### config.mk
export PLATFORM = sky130hd
export DESIGN_NAME = flash_program_control
export DESIGN_NICKNAME = d
export VERILOG_FILES = /design/src/flash_program_control_pkg.sv /design/src/latch_seq_if.sv /design/src/flash_program_control.sv /design/src/flash_prog_sequencer.sv
export VERILOG_INCLUDE_DIRS = /design/src
export SDC_FILE = /design/constraint.sdc
export NUM_CORES = 2
export LEC_CHECK = 0
export BUFFER_PORTS_ARGS = -buffer_cell sky130_fd_sc_hd__buf_2
export CORE_ASPECT_RATIO = 0.6
export CORE_MARGIN = 2
export CORE_UTILIZATION = 64
export DETAILED_ROUTE_END_ITERATION = 8
export PLACE_DENSITY = 0.82
export SLEW_MARGIN = 20
export SYNTH_ARGS = -nofsm -noshare
export SYNTH_HDL_FRONTEND = slang
export SYNTH_SLANG_ARGS = --single-unit
export TNS_END_PERCENT = 30
### constraint.sdc
create_clock -name aclk -period 7.2 [get_ports aclk]
set_clock_uncertainty 0.15 [all_clocks]
set_input_delay 1.44 -clock aclk [delete_from_list [all_inputs] [get_ports aclk]]
set_output_delay 1.44 -clock aclk [all_outputs]
set_load 0.03 [all_outputs]
### src/flash_program_control_defs.svh
/*
 Offsets, field positions, reset values and counts of the flash program control.
 Assumes inclusion by bare name from the control and sequencer modules.
*/
`ifndef FLASH_PROGRAM_CONTROL_DEFS_SVH
`define FLASH_PROGRAM_CONTROL_DEFS_SVH
// ----------------------------------------
// Register offsets
// ----------------------------------------
`define FLASH_CONTROL_OFS 12'h000
`define AUX_CONTROL_OFS 12'h004
`define AUX_CONTROL_ONE_OFS 12'h008
// ----------------------------------------
// Fields
// ----------------------------------------
`define LAUNCH_HI 7
`define LAUNCH_LO 4
`define LATCH_MAP_POS 3
`define SPACE_HI 2
`define SPACE_LO 1
`define BUSY_POS 0
`define EXT_DATA_POS 1
`define BOOT_MAP_POS 0
`define FLASH_CONTROL_RST 8'h00
`define AUX_RST 8'h00
`define LAUNCH_UNLOCK 4'h5
`define LAUNCH_GO 4'hA
`define SPACE_USER 2'b00
`define SPACE_EXTRA_ROW 2'b01
`define SPACE_SEC 2'b10
`define SPACE_RSVD 2'b11
`define USER_TOP 16'h7FFF
`define EXTRA_ROW_BASE 16'hFF80
`define BOOT_BASE 16'hF800
`define SEC_ADDR 16'h0000
`define RESP_OKAY 2'b00
`define RESP_SLVERR 2'b10
`define ERASE_CYCLES_DEF 16
`define PROG_CYCLES_DEF 16
`endif

### src/flash_program_control_pkg.sv
/*
 Types shared by the flash program control modules.
 Assumes the defs header sits in the same folder.
*/
package flash_program_control_pkg;
  typedef enum logic [2:0] {CODE_USER, CODE_EXTRA_ROW, CODE_SEC, CODE_BOOT, CODE_EXT} code_space_t;
  typedef enum logic [2:0] {SQ_IDLE, SQ_ERASE_SCAN, SQ_ERASE_WAIT, SQ_PROG_SCAN, SQ_PROG_WAIT,
    SQ_DONE} seq_state_t;
endpackage

### src/latch_seq_if.sv
/*
 Carrier between the control register logic and the programming sequencer.
 Assumes both ends run on one clock.
*/
`timescale 1ns/1ns
interface latch_seq_if;
  logic start;
  logic [1:0] space;
  logic [7:0] page;
  logic [6:0] idx;
  logic [7:0] data;
  logic loaded;
  logic done;
  modport ctrl (output start, space, page, data, loaded, input idx, done);
  modport seq (input start, space, page, data, loaded, output idx, done);
endinterface

### src/flash_program_control.sv
/*
 Flash program control: control registers over AXI4-Lite, column latch buffer,
 launch unlock, space mapping of code reads and routing of data writes.
 Assumes core access ports and the flash array strobes share aclk.
*/
// Our own choices: the AXI4-Lite register port and the address map.
`timescale 1ns/1ns
`include "flash_program_control_defs.svh"
module flash_program_control
  import flash_program_control_pkg::*;
#(
  parameter int ERASE_CYCLES = `ERASE_CYCLES_DEF,
  parameter int PROG_CYCLES = `PROG_CYCLES_DEF
) (
  input wire logic aclk,
  input wire logic aresetn,
  input wire logic [11:0] s_axil_awaddr,
  input wire logic s_axil_awvalid,
  output logic s_axil_awready,
  input wire logic [31:0] s_axil_wdata,
  input wire logic [3:0] s_axil_wstrb,
  input wire logic s_axil_wvalid,
  output logic s_axil_wready,
  output logic [1:0] s_axil_bresp,
  output logic s_axil_bvalid,
  input wire logic s_axil_bready,
  input wire logic [11:0] s_axil_araddr,
  input wire logic s_axil_arvalid,
  output logic s_axil_arready,
  output logic [31:0] s_axil_rdata,
  output logic [1:0] s_axil_rresp,
  output logic s_axil_rvalid,
  input wire logic s_axil_rready,
  input wire logic insn_retire,
  input wire logic data_wr_valid,
  input wire logic [15:0] data_wr_addr,
  input wire logic [7:0] data_wr_data,
  input wire logic [15:0] code_addr,
  output logic ext_wr_pulse,
  output logic [15:0] ext_wr_addr,
  output logic [7:0] ext_wr_data,
  output logic ext_wr_external,
  output code_space_t code_space,
  output logic arr_erase,
  output logic arr_prog,
  output logic [1:0] arr_space,
  output logic [14:0] arr_addr,
  output logic [7:0] arr_data
);
  latch_seq_if ls ();

  logic [7:0] flash_control_reg_reg, flash_control_reg_next;
  logic [7:0] aux_reg, aux_next;
  logic [7:0] aux_one_reg, aux_one_next;
  logic armed_reg, armed_next;
  logic busy_reg, busy_next;
  logic start_reg, start_next;
  logic [7:0] page_reg, page_next;
  logic [7:0] latch_mem [128];
  logic [127:0] loaded_reg;
  logic awready_reg, awready_next, wready_reg, wready_next;
  logic [11:0] aw_addr_reg, aw_addr_next;
  logic [31:0] w_data_reg, w_data_next;
  logic [3:0] w_strb_reg, w_strb_next;
  logic bvalid_reg, bvalid_next, rvalid_reg, rvalid_next, arready_reg, arready_next;
  logic [1:0] bresp_reg, bresp_next, rresp_reg, rresp_next;
  logic [31:0] rdata_reg, rdata_next;
  logic wr_fire, latch_wr, flash_control_reg_wr;
  logic [3:0] launch_nib;
  logic [1:0] space_sel;
  logic addr_ok;
  logic ext_pulse_reg, ext_pulse_next, ext_external_reg, ext_external_next;
  logic [15:0] ext_addr_reg, ext_addr_next;
  logic [7:0] ext_data_reg, ext_data_next;
  code_space_t code_space_reg, code_space_next;

  assign s_axil_awready = awready_reg;
  assign s_axil_wready = wready_reg;
  assign s_axil_bvalid = bvalid_reg;
  assign s_axil_bresp = bresp_reg;
  assign s_axil_arready = arready_reg;
  assign s_axil_rvalid = rvalid_reg;
  assign s_axil_rdata = rdata_reg;
  assign s_axil_rresp = rresp_reg;
  assign ext_wr_pulse = ext_pulse_reg;
  assign ext_wr_addr = ext_addr_reg;
  assign ext_wr_data = ext_data_reg;
  assign ext_wr_external = ext_external_reg;
  assign code_space = code_space_reg;
  assign space_sel = flash_control_reg_reg[`SPACE_HI:`SPACE_LO];

  // ----------------------------------------
  // Register bus
  // ----------------------------------------
  assign wr_fire = !awready_reg && !wready_reg && !bvalid_reg;
  assign flash_control_reg_wr = wr_fire && (aw_addr_reg == `FLASH_CONTROL_OFS) && w_strb_reg[0];
  assign launch_nib = w_data_reg[`LAUNCH_HI:`LAUNCH_LO];

  always_comb begin
    awready_next = awready_reg;
    aw_addr_next = aw_addr_reg;
    wready_next = wready_reg;
    w_data_next = w_data_reg;
    w_strb_next = w_strb_reg;
    bvalid_next = bvalid_reg;
    bresp_next = bresp_reg;
    rvalid_next = rvalid_reg;
    rresp_next = rresp_reg;
    rdata_next = rdata_reg;
    if (s_axil_awvalid && awready_reg) begin
      awready_next = 1'b0;
      aw_addr_next = s_axil_awaddr;
    end
    if (s_axil_wvalid && wready_reg) begin
      wready_next = 1'b0;
      w_data_next = s_axil_wdata;
      w_strb_next = s_axil_wstrb;
    end
    if (wr_fire) begin
      awready_next = 1'b1;
      wready_next = 1'b1;
      bvalid_next = 1'b1;
      bresp_next = (aw_addr_reg == `FLASH_CONTROL_OFS || aw_addr_reg == `AUX_CONTROL_OFS ||
        aw_addr_reg == `AUX_CONTROL_ONE_OFS) ? `RESP_OKAY : `RESP_SLVERR;
    end else if (bvalid_reg && s_axil_bready) begin
      bvalid_next = 1'b0;
    end
    if (s_axil_arvalid && !rvalid_reg) begin
      rvalid_next = 1'b1;
      rresp_next = `RESP_OKAY;
      rdata_next = 32'h0000_0000;
      unique case (s_axil_araddr)
        `FLASH_CONTROL_OFS: rdata_next[7:0] = {flash_control_reg_reg[7:1], busy_reg};
        `AUX_CONTROL_OFS: rdata_next[7:0] = aux_reg;
        `AUX_CONTROL_ONE_OFS: rdata_next[7:0] = aux_one_reg;
        default: rresp_next = `RESP_SLVERR;
      endcase
    end else if (rvalid_reg && s_axil_rready) begin
      rvalid_next = 1'b0;
    end
    arready_next = !rvalid_next;
  end

  // ----------------------------------------
  // Control registers and launch
  // ----------------------------------------
  always_comb begin
    flash_control_reg_next = flash_control_reg_reg;
    aux_next = aux_reg;
    aux_one_next = aux_one_reg;
    armed_next = armed_reg;
    busy_next = busy_reg;
    start_next = 1'b0;
    if (insn_retire || latch_wr) begin
      armed_next = 1'b0;
    end
    if (flash_control_reg_wr) begin
      flash_control_reg_next = {w_data_reg[7:1], 1'b0};
      armed_next = 1'b0;
      if (!busy_reg) begin
        if (launch_nib == `LAUNCH_UNLOCK) begin
          armed_next = 1'b1;
        end else if (launch_nib == `LAUNCH_GO && armed_reg &&
            w_data_reg[`SPACE_HI:`SPACE_LO] != `SPACE_RSVD) begin
          start_next = 1'b1;
          busy_next = 1'b1;
        end
      end
    end
    if (wr_fire && aw_addr_reg == `AUX_CONTROL_OFS && w_strb_reg[0]) begin
      aux_next = w_data_reg[7:0];
    end
    if (wr_fire && aw_addr_reg == `AUX_CONTROL_ONE_OFS && w_strb_reg[0]) begin
      aux_one_next = w_data_reg[7:0];
    end
    if (ls.done) begin
      busy_next = 1'b0;
    end
  end

  // ----------------------------------------
  // Data writes and column latches
  // ----------------------------------------
  always_comb begin
    unique case (space_sel)
      `SPACE_EXTRA_ROW: addr_ok = data_wr_addr >= `EXTRA_ROW_BASE;
      `SPACE_SEC: addr_ok = data_wr_addr == `SEC_ADDR;
      default: addr_ok = data_wr_addr <= `USER_TOP;
    endcase
  end

  // Latch space only when mapped; the map wins over the external select
  assign latch_wr = data_wr_valid && flash_control_reg_reg[`LATCH_MAP_POS] && addr_ok && !busy_reg;

  always_comb begin
    page_next = page_reg;
    ext_pulse_next = 1'b0;
    ext_addr_next = ext_addr_reg;
    ext_data_next = ext_data_reg;
    ext_external_next = ext_external_reg;
    if (latch_wr) begin
      page_next = data_wr_addr[14:7];
    end else if (data_wr_valid && !flash_control_reg_reg[`LATCH_MAP_POS]) begin
      ext_pulse_next = 1'b1;
      ext_addr_next = data_wr_addr;
      ext_data_next = data_wr_data;
      ext_external_next = aux_reg[`EXT_DATA_POS];
    end
  end

  genvar gi;
  generate
    for (gi = 0; gi < 128; gi++) begin : g_latch
      always_ff @(posedge aclk) begin
        if (!aresetn) begin
          loaded_reg[gi] <= 1'b0;
          latch_mem[gi] <= 8'h00;
        end else if (latch_wr && data_wr_addr[6:0] == 7'(gi)) begin
          loaded_reg[gi] <= 1'b1;
          latch_mem[gi] <= data_wr_data;
        end else if (ls.done) begin
          loaded_reg[gi] <= 1'b0;
        end
      end
    end
  endgenerate

  assign ls.start = start_reg;
  assign ls.space = space_sel;
  assign ls.page = page_reg;
  assign ls.data = latch_mem[ls.idx];
  assign ls.loaded = loaded_reg[ls.idx];

  // ----------------------------------------
  // Code space decode
  // ----------------------------------------
  always_comb begin
    if (aux_one_reg[`BOOT_MAP_POS] && code_addr >= `BOOT_BASE) begin
      code_space_next = CODE_BOOT;
    end else if (space_sel == `SPACE_EXTRA_ROW && code_addr >= `EXTRA_ROW_BASE) begin
      code_space_next = CODE_EXTRA_ROW;
    end else if (space_sel == `SPACE_SEC && code_addr == `SEC_ADDR) begin
      code_space_next = CODE_SEC;
    end else if (code_addr <= `USER_TOP) begin
      code_space_next = CODE_USER;
    end else begin
      code_space_next = CODE_EXT;
    end
  end

  // ----------------------------------------
  // State registers
  // ----------------------------------------
  always_ff @(posedge aclk) begin
    if (!aresetn) begin
      flash_control_reg_reg <= `FLASH_CONTROL_RST;
      aux_reg <= `AUX_RST;
      aux_one_reg <= `AUX_RST;
      armed_reg <= 1'b0;
      busy_reg <= 1'b0;
      start_reg <= 1'b0;
      page_reg <= 8'h00;
      awready_reg <= 1'b1;
      aw_addr_reg <= 12'h000;
      wready_reg <= 1'b1;
      w_data_reg <= 32'h0000_0000;
      w_strb_reg <= 4'h0;
      bvalid_reg <= 1'b0;
      bresp_reg <= `RESP_OKAY;
      rvalid_reg <= 1'b0;
      arready_reg <= 1'b1;
      rresp_reg <= `RESP_OKAY;
      rdata_reg <= 32'h0000_0000;
      ext_pulse_reg <= 1'b0;
      ext_addr_reg <= 16'h0000;
      ext_data_reg <= 8'h00;
      ext_external_reg <= 1'b0;
      code_space_reg <= CODE_USER;
    end else begin
      flash_control_reg_reg <= flash_control_reg_next;
      aux_reg <= aux_next;
      aux_one_reg <= aux_one_next;
      armed_reg <= armed_next;
      busy_reg <= busy_next;
      start_reg <= start_next;
      page_reg <= page_next;
      awready_reg <= awready_next;
      aw_addr_reg <= aw_addr_next;
      wready_reg <= wready_next;
      w_data_reg <= w_data_next;
      w_strb_reg <= w_strb_next;
      bvalid_reg <= bvalid_next;
      bresp_reg <= bresp_next;
      rvalid_reg <= rvalid_next;
      arready_reg <= arready_next;
      rresp_reg <= rresp_next;
      rdata_reg <= rdata_next;
      ext_pulse_reg <= ext_pulse_next;
      ext_addr_reg <= ext_addr_next;
      ext_data_reg <= ext_data_next;
      ext_external_reg <= ext_external_next;
      code_space_reg <= code_space_next;
    end
  end

  flash_prog_sequencer #(
    .ERASE_CYCLES(ERASE_CYCLES),
    .PROG_CYCLES(PROG_CYCLES)
  ) u_seq (
    .aclk(aclk),
    .aresetn(aresetn),
    .ls(ls),
    .arr_erase(arr_erase),
    .arr_prog(arr_prog),
    .arr_space(arr_space),
    .arr_addr(arr_addr),
    .arr_data(arr_data)
  );
endmodule

### src/flash_prog_sequencer.sv
/*
 Erase-then-program sequencer over the loaded column latch entries.
 Assumes the control side holds latch contents stable while busy.
*/
`timescale 1ns/1ns
`include "flash_program_control_defs.svh"
module flash_prog_sequencer
  import flash_program_control_pkg::*;
#(
  parameter int ERASE_CYCLES = `ERASE_CYCLES_DEF,
  parameter int PROG_CYCLES = `PROG_CYCLES_DEF
) (
  input wire logic aclk,
  input wire logic aresetn,
  latch_seq_if.seq ls,
  output logic arr_erase,
  output logic arr_prog,
  output logic [1:0] arr_space,
  output logic [14:0] arr_addr,
  output logic [7:0] arr_data
);
  seq_state_t state_reg, state_next;
  logic [6:0] idx_reg, idx_next;
  logic [15:0] cnt_reg, cnt_next;
  logic [1:0] space_reg, space_next;
  logic [7:0] page_reg, page_next;
  logic erase_reg, erase_next, prog_reg, prog_next, done_reg, done_next;
  logic [14:0] addr_reg, addr_next;
  logic [7:0] data_reg, data_next;

  assign ls.idx = idx_reg;
  assign ls.done = done_reg;
  assign arr_erase = erase_reg;
  assign arr_prog = prog_reg;
  assign arr_space = space_reg;
  assign arr_addr = addr_reg;
  assign arr_data = data_reg;

  // ----------------------------------------
  // Sequence
  // ----------------------------------------
  always_comb begin
    state_next = state_reg;
    idx_next = idx_reg;
    cnt_next = cnt_reg;
    space_next = space_reg;
    page_next = page_reg;
    erase_next = 1'b0;
    prog_next = 1'b0;
    done_next = 1'b0;
    addr_next = addr_reg;
    data_next = data_reg;
    unique case (state_reg)
      SQ_IDLE: begin
        if (ls.start) begin
          space_next = ls.space;
          page_next = ls.page;
          idx_next = 7'h00;
          state_next = SQ_ERASE_SCAN;
        end
      end
      SQ_ERASE_SCAN, SQ_PROG_SCAN: begin
        if (ls.loaded) begin
          addr_next = {page_reg, idx_reg};
          data_next = ls.data;
          erase_next = (state_reg == SQ_ERASE_SCAN);
          prog_next = (state_reg == SQ_PROG_SCAN);
          cnt_next = (state_reg == SQ_ERASE_SCAN) ? 16'(ERASE_CYCLES - 1) : 16'(PROG_CYCLES - 1);
          state_next = (state_reg == SQ_ERASE_SCAN) ? SQ_ERASE_WAIT : SQ_PROG_WAIT;
        end else if (idx_reg == 7'h7F) begin
          idx_next = 7'h00;
          state_next = (state_reg == SQ_ERASE_SCAN) ? SQ_PROG_SCAN : SQ_DONE;
        end else begin
          idx_next = idx_reg + 7'h01;
        end
      end
      SQ_ERASE_WAIT, SQ_PROG_WAIT: begin
        if (cnt_reg == 16'h0000) begin
          if (idx_reg == 7'h7F) begin
            idx_next = 7'h00;
            state_next = (state_reg == SQ_ERASE_WAIT) ? SQ_PROG_SCAN : SQ_DONE;
          end else begin
            idx_next = idx_reg + 7'h01;
            state_next = (state_reg == SQ_ERASE_WAIT) ? SQ_ERASE_SCAN : SQ_PROG_SCAN;
          end
        end else begin
          cnt_next = cnt_reg - 16'h0001;
        end
      end
      SQ_DONE: begin
        done_next = 1'b1;
        state_next = SQ_IDLE;
      end
      default: state_next = SQ_IDLE;
    endcase
  end

  always_ff @(posedge aclk) begin
    if (!aresetn) begin
      state_reg <= SQ_IDLE;
      idx_reg <= 7'h00;
      cnt_reg <= 16'h0000;
      space_reg <= 2'b00;
      page_reg <= 8'h00;
      erase_reg <= 1'b0;
      prog_reg <= 1'b0;
      done_reg <= 1'b0;
      addr_reg <= 15'h0000;
      data_reg <= 8'h00;
    end else begin
      state_reg <= state_next;
      idx_reg <= idx_next;
      cnt_reg <= cnt_next;
      space_reg <= space_next;
      page_reg <= page_next;
      erase_reg <= erase_next;
      prog_reg <= prog_next;
      done_reg <= done_next;
      addr_reg <= addr_next;
      data_reg <= data_next;
    end
  end
endmodule

==> impl_results.md <==
- Status: finished clean
- Worst slew pin tran: 1.141 ns
- CTS Sinks: 1313
- Met1 GRT Util: 51.51%
- Final net count: 4450
- Max VDD drop: 0.2294 mV
- Post-Route WL: 167000 µm
- Total core area: 92000 µm²
- Worst path arrival time: 5.72 ns
- PwrDens: 235.3 nW/µm²
- Wire per inst: 29.45 µm
- Sequential area share after synthesis: 61.29%
- Initial Util: 64.79%
- TritonRoute pass-1 iters: 8
- CP max stage cell: o21ai_0
- Synth Instances: 4321
- Setup TNS: 0 ns
- Post-CTS resize count: 0
- EDFF count, synth: 1024
- CTS tree: done
- Final ANT Viol Nets: 0
- Tcrit/Tclk final: 75.16%
- Final Critical Period: 5.411 ns
- Worst Hold Class: reg2reg
- Dpl cells: 5447
- Synth warn: 0
- DRC Markers: 0
- Tot Pwr: 15.46 mW
- Hold WS: 0.3027 ns
- FP Rows: 86
- I/O Buffers: 152
- Largest net degree at the start of global routing: 129
- DR vias/cell: 6.911
- Busiest grt layer: met1
- Setup repair bufs after CTS: 0
- Initial antenna violation count: 12
- Achievable Freq: 184.8 MHz
- Critical path class: in2reg
- Switching fraction of total power: 22.20%
- DR vias: 39190
- Req. time, crit path: 7.51 ns
- Die area: 95670 µm²
- Worst Setup Start Kind: input port
- Final Setup Violations: 0
- Drt initial violations: 6232
- RSZ-0062 raised after global routing: no
- Pint: 12.03 mW
- Met2 GRT Util: 48.05%
- CP Max Fanout: 18
- CTS max path bufs: 3
- Synthesized area: 59610 µm²
- CTS buffer count: 114
- Post-synth cell types: 73
- LEAKAGE: 26.69 nW
- Max_cap viols: 0
- Logic gate share of total power: 4.6%
- Seq pwr share: 54.4%
- Post-synth top area share: 51.59%
- Final hold violation count: 0
- Critical Path Max Stage Delay: 0.92 ns
- Clk_lat worst skew: 0.74 ns
- Gr usage total: 35.09%
- Clock share of power: 41.0%
- Root buffer cell: clkbuf_16
- Vias in the first global route: 37600
- GPL Wtd Cong: 0.9092
- Die width: 398.0 µm
- Largest area contributor in the netlist: edfxtp_1
- Syn avg cell area: 13.79 µm²
- FFs w/ async S/R, synth: 0%
- H-tree Lvls: 3
- Post-DP HPWL: 103600 µm
- Die height: 240.4 µm
- Post-cts hold buffer count: 0
- Layout cells sized above 1: 21.84%
- Area grow syn2layout: 10.22%
- First-pass GRT wire length: 245700 µm
- Crit path max-delay family: simple AND/OR/NAND/NOR gates
- Grt total ovfl: 0
- # IOs: 206
- Ys flop type: edfxtp_1
- Max FFs per register: 1024
- Cell Count, Final, Fillers Out: 5670
- M3 GR Usage: 13.68%
- Crit path capture type: flop
- WP buf/inv: 2
- Clk slew on worst S/H paths: 0.07 ns
- Synth Register Bits: 1313
- Slew margin rel.: 23.55%
- Max-slew violation count: 0
- Ranking of synthesized cells by area: edfxtp_1 52%, mux4_2 12%, dfxtp_1 9.7%
- CP Cell Sequence: buf_2 > or3_1 > nor4_2 > a31oi_1 > o22a_1 > nor2_2 > nand2_1 > o21ai_0 > buf_4
- Sw power: 3.432 mW
-- worst paths after layout --
check	from	to	slack, ns	depth (start not counted)
max reg2reg	flash_control_reg_reg[1]$_SDFFE_PN0P_	latch_mem[113][4]$_SDFFCE_PN0P_	2.49	8
max	data_wr_addr[4]	latch_mem[113][4]$_SDFFCE_PN0P_	1.79	9
min reg2reg	ls.page[0]$_SDFFE_PN0P_	u_seq.page_reg[0]$_SDFFE_PN0P_	0.30	2
min	ls.page[0]$_SDFFE_PN0P_	u_seq.page_reg[0]$_SDFFE_PN0P_	0.30	2
-- cell type report --
cell class,count,area (µm²)
Tap cell,1232,1541
Clock inverter,57,620.6
Clock buffer,160,3181
Timing Repair Buffer,362,2564
Antenna cell,2,5.005
Fill cell,5720,26300
Inverter,12,47.55
Multi-Input combinational cell,2532,21190
Sequential cell,1313,36550
-- kinds of logic after synthesis --
logic type / count (synthesis) / share of synthesized area [%]
flops: 1313 / 61.29
mux: 419 / 13.95
buf+inv: 501 / 3.587
other cells: 1 / 0.006291
xor+xnor: 15 / 0.2204
compound gates: 461 / 5.011
fa+ha+maj: 6 / 0.1259
simple gates: 1605 / 15.80
-- power groups by stage --
stage,logic [mW],clock network [mW],registers (mW)
4_1_cts,0.684,6.34,8.42
2_1_floorplan,0.371,0,8.57
3_3_place_gp,0.663,0,8.56
5_1_grt,0.738,6.62,8.43
6_report,0.711,6.33,8.42
3_5_place_dp,0.680,0,8.58
-- cells in the final DEF (no fill, tap or decap), types with 20 or more instances in the layout --
cell and count:
buf_4 204, dfxtp_1 284, a22o_1 82, and3_1 775, conb_1 26, edfxtp_1 1024, and2_1 260, clkbuf_16 118
nor2_1 101, nand2_1 239, nand3_1 29, nor3_1 31, clkbuf_1 35, buf_2 143, nand2b_1 21, nor2_2 21
a21o_1 32, o21ai_0 162, mux2_2 26, mux2i_1 66, a21oi_1 76, nor2b_1 23, nor2_8 20, a211oi_1 20
mux4_2 327
-- worst min-delay path, delay by kind of cell (launching register included) --
family / cells / cell delay, ns
AOI/OAI and AO/OA: 1 / 0.05
DFF: 1 / 0.31
and+or+nand+nor: 1 / 0.05
-- through the flow --
stage                     worst slack [ns]  utilization, %  area, µm²
after global routing                 1.688           71.41      65690
after detailed placement             1.362           67.16      61790
after CTS                            2.126           71.29      65590
final                                1.789           71.41      65700
after global placement              0.9754           67.07      61700
after floorplan                      2.624               -      59700
-- cell usage after synthesis, types with 66 or more instances --
| library cell | count |
|---|---|
| nor2_1 | 124 |
| mux4_2 | 327 |
| a21oi_1 | 76 |
| dfxtp_1 | 289 |
| mux2i_1 | 66 |
| clkbuf_1 | 374 |
| a22o_1 | 82 |
| edfxtp_1 | 1024 |
| nand2_1 | 239 |
| and2_1 | 260 |
| and3_1 | 775 |
| o21ai_0 | 164 |
| buf_2 | 66 |
-- routing by layer --
layer / share of wire (%) / vias to the layer above / routed length, µm
met1: 37 / 19390 / 61910
met3: 17 / 384 / 28370
li1: - / 16400 / -
met5: 0.027 / - / 45
met4: 3.4 / 6 / 5609
met2: 43 / 3014 / 71030
No activity file was read; power rests on OpenSTA's default activity.
